`src/uief_pkg.sv`:
```
// Package of constants for the USART interrupt enable and flag block
// Summary of operation
// Write one to clear view disables bit
// Write one to set view enables bit
// Writing zero leaves enables and flags unchanged
// Both views read one shared enable set
// Bits: error 7, break 5, cts 4..dre 0
// Any receiver error status sets error flag
// Write one clears error, break, cts change, receive start and transmit complete flags
// Break received in auto-baud sets break flag
// Enables and flags reset to zero
// Interrupt high when enabled flag set
// Receive complete follows unread data, no write clear
// Transmit complete set when idle, cleared by write/data
// Data empty follows empty data register
// Start seen with detection enabled sets receive start
package uief_pkg;
  localparam logic [7:0] UIEF_OFF_ENCLR = 8'h14;
  localparam logic [7:0] UIEF_OFF_ENSET = 8'h16;
  localparam logic [7:0] UIEF_OFF_FLAG = 8'h18;
  localparam int UIEF_BIT_ERROR = 7;
  localparam int UIEF_BIT_BREAK = 5;
  localparam int UIEF_BIT_CTSC = 4;
  localparam int UIEF_BIT_RXS = 3;
  localparam int UIEF_BIT_RXC = 2;
  localparam int UIEF_BIT_TXC = 1;
  localparam int UIEF_BIT_DRE = 0;
  localparam logic [7:0] UIEF_IMPL_MASK = 8'hbf;
  localparam logic [7:0] UIEF_W1C_MASK = 8'hba;
  localparam logic [7:0] UIEF_RST_EN = 8'h00;
  localparam logic [7:0] UIEF_RST_FLAG = 8'h00;
endpackage

```
`src/uief_top.sv`:
```
// Interrupt enable and flag logic of the serial port
//
// The APB register port is this design's own decision.
`timescale 1ns/100ps
module uief_top
  import uief_pkg::*;
(
  input wire logic mclk_i,
  input wire logic rst_i,
  input wire logic psel_i,
  input wire logic penable_i,
  input wire logic pwrite_i,
  input wire logic [7:0] paddr_i,
  input wire logic [31:0] pwdata_i,
  output logic [31:0] prdata_o,
  output logic pready_o,
  output logic pslverr_o,
  input wire logic collision_detected_i,
  input wire logic inconsistent_sync_i,
  input wire logic buffer_overflow_i,
  input wire logic frame_error_i,
  input wire logic parity_error_i,
  input wire logic frame_format_autobaud_i,
  input wire logic break_rx_i,
  input wire logic clear_to_send_change_i,
  input wire logic start_seen_i,
  input wire logic start_of_frame_detect_enable_i,
  input wire logic unread_data_i,
  input wire logic tx_idle_i,
  input wire logic data_reg_empty_i,
  input wire logic data_written_i,
  output logic [7:0] irq_enable_o,
  output logic irq_o
);
  logic [7:0] en_q, en_d;
  logic [7:0] flg_q, flg_d;
  logic [31:0] rd_q, rd_d;
  logic rdy_q, err_q, irq_q, irq_d;
  wire logic wr_clr, wr_set, wr_flg, hit;

  // ----------------------------------------
  // Bus decode
  // ----------------------------------------
  uief_apb_dec u_dec (
    .psel_i(psel_i),
    .penable_i(penable_i),
    .pwrite_i(pwrite_i),
    .paddr_i(paddr_i),
    .wr_enclr_o(wr_clr),
    .wr_enset_o(wr_set),
    .wr_flag_o(wr_flg),
    .hit_o(hit)
  );

  wire logic setup = psel_i & ~penable_i;
  wire logic [7:0] wd = pwdata_i[7:0] & UIEF_IMPL_MASK;

  // ----------------------------------------
  // Enable register
  // ----------------------------------------
  wire logic [7:0] en_set = wr_set ? wd : 8'h00;
  wire logic [7:0] en_clr = wr_clr ? wd : 8'h00;
  assign en_d = (en_q | en_set) & ~en_clr;

  // ----------------------------------------
  // Flag sources and clears
  // ----------------------------------------
  wire logic any_err = collision_detected_i | inconsistent_sync_i |
    buffer_overflow_i | frame_error_i | parity_error_i;
  wire logic brk = frame_format_autobaud_i & break_rx_i;
  wire logic receive_start = start_seen_i & start_of_frame_detect_enable_i;
  wire logic [7:0] evt = {any_err, 1'b0, brk, clear_to_send_change_i,
    receive_start, 1'b0, tx_idle_i & ~data_written_i, 1'b0};
  wire logic [7:0] fclr = wr_flg ? (wd & UIEF_W1C_MASK) : 8'h00;
  wire logic [7:0] sticky = ((flg_q & ~fclr) | evt) & UIEF_W1C_MASK;
  wire logic txc_kill = data_written_i;
  wire logic [7:0] txc_keep = txc_kill ? ~(8'h01 << UIEF_BIT_TXC) : 8'hff;

  always_comb begin
    flg_d = sticky & txc_keep;
    flg_d[UIEF_BIT_RXC] = unread_data_i;
    flg_d[UIEF_BIT_DRE] = data_reg_empty_i & ~data_written_i;
  end

  assign irq_d = |(flg_d & en_d);

  // ----------------------------------------
  // Read data
  // ----------------------------------------
  wire logic flag_addr = (paddr_i == {UIEF_OFF_FLAG[5:0], 2'b00});
  wire logic [7:0] rsel = flag_addr ? flg_q : en_q;
  assign rd_d = (setup & ~pwrite_i & hit) ? {24'h000000, rsel} : 32'h0;

  // ----------------------------------------
  // State
  // ----------------------------------------
  always_ff @(posedge mclk_i or posedge rst_i) begin
    if (rst_i) begin
      en_q <= UIEF_RST_EN;
      flg_q <= UIEF_RST_FLAG;
      irq_q <= 1'b0;
      rd_q <= 32'h0;
      rdy_q <= 1'b0;
      err_q <= 1'b0;
    end else begin
      en_q <= en_d;
      flg_q <= flg_d;
      irq_q <= irq_d;
      rd_q <= setup ? rd_d : rd_q;
      rdy_q <= setup;
      err_q <= setup & ~hit;
    end
  end

  assign prdata_o = rd_q;
  assign pready_o = rdy_q;
  assign pslverr_o = err_q;
  assign irq_enable_o = en_q;
  assign irq_o = irq_q;
endmodule

```
`src/uief_apb_dec.sv`:
```
// APB decoder for the interrupt registers
`timescale 1ns/100ps
module uief_apb_dec
  import uief_pkg::*;
(
  input wire logic psel_i,
  input wire logic penable_i,
  input wire logic pwrite_i,
  input wire logic [7:0] paddr_i,
  output logic wr_enclr_o,
  output logic wr_enset_o,
  output logic wr_flag_o,
  output logic hit_o
);
  wire logic acc = psel_i & penable_i;
  // Offsets are word indices; the byte address is four times the index
  wire logic is_clr = (paddr_i == {UIEF_OFF_ENCLR[5:0], 2'b00});
  wire logic is_set = (paddr_i == {UIEF_OFF_ENSET[5:0], 2'b00});
  wire logic is_flg = (paddr_i == {UIEF_OFF_FLAG[5:0], 2'b00});
  assign hit_o = is_clr | is_set | is_flg;
  assign wr_enclr_o = acc & pwrite_i & is_clr;
  assign wr_enset_o = acc & pwrite_i & is_set;
  assign wr_flag_o = acc & pwrite_i & is_flg;
endmodule

```
`config.mk`:
```
export PLATFORM = sky130hd
export DESIGN_NAME = uief_top
export DESIGN_NICKNAME = d
export VERILOG_FILES = /design/src/uief_pkg.sv /design/src/uief_top.sv /design/src/uief_apb_dec.sv
export SDC_FILE = /design/constraint.sdc
export NUM_CORES = 1
export LEC_CHECK = 0
export BUFFER_PORTS_ARGS = -buffer_cell sky130_fd_sc_hd__buf_2
export CORE_UTILIZATION = 40
export CTS_CLUSTER_DIAMETER = 40
export DETAILED_ROUTE_END_ITERATION = 7
export GPL_ROUTABILITY_DRIVEN = 0
export PLACE_DENSITY = 0.86
export SYNTH_ARGS = -nofsm -noshare
export SYNTH_HDL_FRONTEND = slang
export SYNTH_SLANG_ARGS = --single-unit
```
`constraint.sdc`:
```
create_clock -name mclk_i -period 1.3 [get_ports mclk_i]
set_clock_uncertainty 0.1 [all_clocks]
set_input_delay 0.065 -clock mclk_i [delete_from_list [all_inputs] [get_ports mclk_i]]
set_output_delay 0.065 -clock mclk_i [all_outputs]
set_load 0.02 [all_outputs]
```
=== Word level (Yosys, flattened, before mapping) ===
Index checks and enable logic that the tools add are counted.

* Register bits after elaboration: 51
* Output and inout bits: 43
* Word-level logic and storage cells: 47

* Eq/ne operators: 3
* Muxes and demuxes: 6
* Bitwise gates (word level): 31
* Reductions and logical operators: 1

{| class="wikitable"
|+ Operators by type and width
! kind !! count
|-
| 2-to-1 mux 8 bit || 5
|-
| bitwise AND 8 bit || 4
|-
| equality test 8 x 7 -> 1 bit (second input constant) || 3
|-
| NOT 8 bit || 2
|-
| OR 8 bit || 2
|-
| bitwise AND 1 bit || 13
|-
| OR reduction 8 bit || 1
|-
| OR 1 bit || 6
|-
| NOT 1 bit || 4
|-
| 2-to-1 mux 2 bit || 1
|}

=== Depth between registers and ports, before layout ===
* Depth in word-level cells: 10
* Depth in mapped cells: 6
* Gate-level depth less buffers: 5

=== Hierarchy ===
From an unflattened synthesis, not the netlist that was laid out.

* Cells, all modules: 124
* Area, all modules: 1,255.0 um^2

{| class="wikitable"
|+ Modules (own cells, without submodules)
! module !! instances !! cells an instance !! area each (um^2) !! seq. area each (um^2)
|-
| uief_top || 1 || 114 || 1,169.9 || 600.6
|-
| uief_apb_dec || 1 || 10 || 85.1 || 0.0
|}

=== Worst setup path before layout ===
No wires, ideal clock.

* Kind: input port to flip-flop
* Start point: input port paddr_i[2]
* End point: register irq_q, in the netlist irq_o
* Library setup time: 134 ps
* Arrival time: 1,114 ps
* Data required time: 1,066 ps
* Setup slack: -47 ps
* Stages: 5
* Path buffers: 0
* Cell sequence: or3_4 nor4b_4 o21ai_0 a22oi_1 nand4_1

* Longest elaborated chain between the ends: 9
* Elaborated cells on any way between the ends: 18
* Classes of those cells: eq/ne: 3; mux: 3; bitwise: 11; reduce/logical: 1

{| class="wikitable"
|+ RTL lines
! item !! RTL line !! text
|-
| start, declared || uief_top.sv:13 || <nowiki>input wire logic [7:0] paddr_i,</nowiki>
|-
| equality test 8 x 7 -> 1 bit || uief_apb_dec.sv:19 || <nowiki>wire logic is_flg = (paddr_i == {UIEF_OFF_FLAG[5:0], 2'b00});</nowiki>
|-
| bitwise AND 1 bit || uief_apb_dec.sv:23 || <nowiki>assign wr_flag_o = acc & pwrite_i & is_flg;</nowiki>
|-
| 2-to-1 mux 8 bit || uief_top.sv:74 || <nowiki>wire logic [7:0] fclr = wr_flg ? (wd & UIEF_W1C_MASK) : 8'h00;</nowiki>
|-
| NOT 8 bit || uief_top.sv:75 || <nowiki>wire logic [7:0] sticky = ((flg_q & ~fclr) | evt) & UIEF_W1C_MASK;</nowiki>
|-
| bitwise AND 8 bit || uief_top.sv:75 ||
|-
| OR 8 bit || uief_top.sv:75 ||
|-
| bitwise AND 8 bit || uief_top.sv:80 || <nowiki>flg_d = sticky & txc_keep;</nowiki>
|-
| via flg_d[5] || uief_top.sv:36 || <nowiki>logic [7:0] flg_q, flg_d;</nowiki>
|-
| bitwise AND 8 bit || uief_top.sv:85 || <nowiki>assign irq_d = |(flg_d & en_d);</nowiki>
|-
| OR reduction 8 bit || uief_top.sv:85 ||
|-
| via irq_d || uief_top.sv:38 || <nowiki>logic rdy_q, err_q, irq_q, irq_d;</nowiki>
|-
| end signal, assigned || uief_top.sv:108 || <nowiki>irq_q <= irq_d;</nowiki>
|-
| end, declared || uief_top.sv:38 ||
|}

The timed path passes the listed nets, and every way through them passes these cells.
A chain may end at the register's enable or synchronous reset.

=== Worst setup path after layout ===
* Start point: input port paddr_i[0]
* End point: register irq_q, in the netlist irq_o

Same word-level chain as after synthesis.

==> summary.txt <==
Die
  • Core area: 0.003128 mm²
  • Die W: 60.31 µm
  • DIE HEIGHT: 60.31 µm
  • Initial Util: 43.48%
  • # IOs: 102
  • FP Rows: 20
  • Die area: 0.003637 mm²

Place
  • DP HPWL: 2400 µm
  • PortBufs: 50

Synthesis
  • Post-Syn Area per Cell: 10.54 µm²
  • Simple-gate share of the synthesized area: 18.58%
  • Largest family of logic cells by synthesized area: simple AND/OR/NAND/NOR gates
  • Yosys top cell by area: dfrtp_1
  • Sequential share of the synthesized area: 44.16%
  • Flop and latch count out of synthesis: 24
  • Compound-cell area share of the yosys netlist: 8.280%
  • Area share of the leading cell type in the synthesized netlist: 44.16%
  • Post-synthesis adder-cell area fraction: 0%
  • Multiplexer area fraction after synthesis: 10.95%
  • Top cells by area, synth: dfrtp_1, buf_4, mux2_2
  • Yosys warns: 0
  • Post-synth cell types: 29
  • Post-Syn Instances: 129
  • Area of the mapped netlist: 0.001360 mm²
  • XOR/XNOR share of the synthesized area: 0%

Finish
  • Antenna cells: 0
  • Area grow syn2layout: 35.88%
  • Fraction of layout cells with a size suffix above 1: 39.81%
  • Nets: 267

Min path
  • Hold Path End: irq_enable_o[2]$_DFF_PP0_
  • Hold Path Stages: 3
  • Worst Hold Class: input pin to flop
  • Min-delay src: pwdata_i[2]

Clocking
  • Inserted Clock Buffers: 3
  • Clock Path Buffers: 2
  • Worst skew pair latency: 0.30 ns
  • Clock root cell: clkbuf_4
  • Clock-pin slew on the worst setup and hold paths: 0.12 ns
  • CTS sink cnt: 24
  • H-Tree Depth: 1
  • CTS tree: built

Global route
  • Grt total ovfl: 0
  • Largest net degree at the start of global routing: 25
  • Initial antenna violation count: 0
  • GRT Overall Usage: 18.58%
  • First-pass GRT wire length: 4885 µm
  • Number of global-route vias before repair: 1,094

Pwr
  • Power Density: 738.4 mW/mm²
  • LEAKAGE: 0.9672 nW
  • Sw frac: 27.46%
  • Clock power frac: 22.7%
  • Worst IR Drop VDD: 0.0002833 V
  • Comb pwr share: 21.2%
  • Seq pwr share: 56.1%
  • Switch Pwr: 0.0003747 W
  • Final Power: 0.001365 W
  • P_int: 0.0009898 W

Worst setup path
  • WP data arrival: 1.40 ns
  • Critical Path Sink Type: flop
  • CP Class: input pin to flop
  • CP startpoint kind: input pin
  • Slowest cell on the critical path: or3_4
  • Worst R2R Setup Slack: 0.03 ns
  • Worst r2r src: flg_q[3]$_DFF_PP0_
  • CP cell instances: buf_8 > or3_4 > nor4b_4 > a31oi_1 > a22oi_1 > nand4_1
  • CP max FO: 4
  • Reg2Reg Depth: 5
  • Worst R2R End: irq_o$_DFF_PP0_
  • Critical Path RT: 1.39 ns
  • Delay of the slowest cell on the worst path: 0.42 ns

Route
  • DRC viols: 0
  • 1st-iter DRT viols: 29
  • Wirelength per Cell: 12.26 µm
  • Post-Route WL: 3066 µm
  • Initial DRT Pass Iterations: 4
  • DR vias: 1,148
  • Post-route ant nets: 0
  • Post-DR vias/cell: 4.592

Timing
  • Min Clock Period, post-route: 1.319 ns
  • Worst Slack Setup Final: -0.01851 ns
  • Fmax: 758.4 MHz
  • Hold Vio Cnt, Final: 0
  • Final Setup Violations: 1
  • RSZ-0062 raised after global routing: yes
  • Fin crit share: 101.4%
  • Min Hold Slack: 0.02139 ns
  • Final Slew Violations: 0

Status
  • Outcome: finished with violations
  • Failing checks: negative setup slack

Job
  • Max Cap Viol: 0
## cells by family (layout without fill, tap and decap cells)
family                 after synthesis  count (layout)
DFF                                 24              24
and+or+nand+nor                     35              35
muxes                               14              14
buffers and inverters               37              89
other                                1              26
AOI/OAI and AO/OA                   18              18
## registers in the layout, indices dropped and copies added, names as in the netlist
signal / cells
pready_o: 1
pslverr_o: 1
irq_enable_o: 7
prdata_o: 7
flg_q: 7
irq_o: 1
## cell usage in the layout, fill, tap and decap left out
| master | Yosys | layout |
|---|---|---|
| a22oi_1 | 3 | 3 |
| buf_12 | 0 | 1 |
| mux2i_1 | 7 | 7 |
| buf_8 | 0 | 1 |
| nor4_1 | 1 | 1 |
| inv_1 | 7 | 7 |
| nor2_1 | 6 | 6 |
| and3_1 | 1 | 1 |
| or3_4 | 1 | 1 |
| o21a_1 | 1 | 1 |
| conb_1 | 1 | 26 |
| dlygate4sd3_1 | 0 | 13 |
| a2bb2oi_1 | 2 | 2 |
| buf_6 | 0 | 1 |
| a31oi_1 | 1 | 1 |
| nand2b_1 | 1 | 1 |
| buf_2 | 0 | 48 |
| nand2_1 | 9 | 9 |
| nand4bb_4 | 1 | 1 |
| mux2_2 | 7 | 7 |
| buf_4 | 27 | 15 |
| nor4b_4 | 1 | 1 |
| nand4_1 | 9 | 9 |
| nor3_4 | 2 | 2 |
| or4_1 | 1 | 1 |
| dfrtp_1 | 24 | 24 |
| o21ai_1 | 4 | 6 |
| clkbuf_4 | 0 | 3 |
| o21ai_0 | 6 | 4 |
| nor2b_2 | 0 | 1 |
| and4bb_1 | 1 | 1 |
| a311oi_1 | 1 | 1 |
## through the flow
| step | TNS, ns | cell area (µm²) | utilization (%) | instances | worst slack, ns |
|---|---|---|---|---|---|
| after global placement | -1.079 | 1669 | 53.36 | 233 | -0.2716 |
| after CTS | 0 | 1822 | 58.24 | 249 | 0.001045 |
| after global routing | -0.05473 | 1848 | 59.08 | 250 | -0.05473 |
| after floorplan | -0.04715 | 1454 | - | 154 | -0.04715 |
| final | -0.01851 | 1848 | 59.08 | 250 | -0.01851 |
| after detailed placement | -1.471 | 1669 | 53.36 | 233 | -0.3275 |
## per-layer routing
layer / vias up / track usage, % / part of all wire, %
li1: 556 / - / -
met1: 542 / 21.98 / 41
met2: 44 / 31.71 / 52
met3: 6 / 4.545 / 5.4
met4: 0 / 8.306 / 1.6
met5: - / 0 / 0
## what timing repair did
item                                   4_1_cts  5_1_grt
endpoints found under the hold margin       32        0
setup endpoints to repair                    0        2
buffers inserted                             0        1
gates resized for setup                      0        8
hold buffers                                13        0
## Yosys cell counts
cell,number
nand4bb_4,1
a311oi_1,1
clkbuf_1,1
buf_1,1
mux2i_1,7
or3_4,1
buf_4,27
nand2b_1,1
o21ai_0,6
a2bb2oi_1,2
nor2_1,6
clkbuf_2,1
nand4_1,9
mux2_2,7
conb_1,1
inv_1,7
a22oi_1,3
nor4b_4,1
nand2_1,9
dfrtp_1,24
a31oi_1,1
nor4_1,1
o21ai_1,4
or4_1,1
o21a_1,1
and3_1,1
and4bb_1,1
nor3_4,2
nor2b_1,1
## worst max-delay path: cells and delay by family
family,cells,cell delay (ns)
AND/OR/NAND/NOR,3,0.89
AO/OA/AOI/OAI,2,0.35
buffers and inverters,1,0.09
## how the worst max path moves through the flow
| stage | from | end | slack, ns | cells after the start |
|---|---|---|---|---|
| after global placement | paddr_i[2] | irq_o$_DFF_PP0_ | -0.27 | 6 |
| after floorplan | paddr_i[2] | irq_o$_DFF_PP0_ | -0.05 | 5 |
| final | paddr_i[0] | irq_o$_DFF_PP0_ | -0.02 | 6 |
| after CTS | flg_q[5]$_DFF_PP0_ | irq_o$_DFF_PP0_ | 0.001 | 5 |
| after global routing | flg_q[3]$_DFF_PP0_ | irq_o$_DFF_PP0_ | -0.05 | 5 |
| after detailed placement | paddr_i[2] | irq_o$_DFF_PP0_ | -0.33 | 6 |
## final cells by class
type | instances | area [µm²]
timing repair buffer | 79 | 529.3
clock buffer | 3 | 22.52
inverter | 7 | 26.28
fill | 287 | 1280
multi-input combinational | 93 | 614.3
tap | 44 | 55.05
sequential | 24 | 600.6
## power groups by stage
| stage | clock network (W) | registers (W) | logic, W |
|---|---|---|---|
| after floorplan | 0 | 0.000791 | 0.000187 |
| after global placement | 0 | 0.000779 | 0.000246 |
| after detailed placement | 0 | 0.000780 | 0.000249 |
| after global routing | 0.000359 | 0.000768 | 0.000315 |
| final | 0.000310 | 0.000765 | 0.000290 |
| after CTS | 0.000325 | 0.000765 | 0.000279 |
Note: power is estimated with default switching activity, not from simulation.
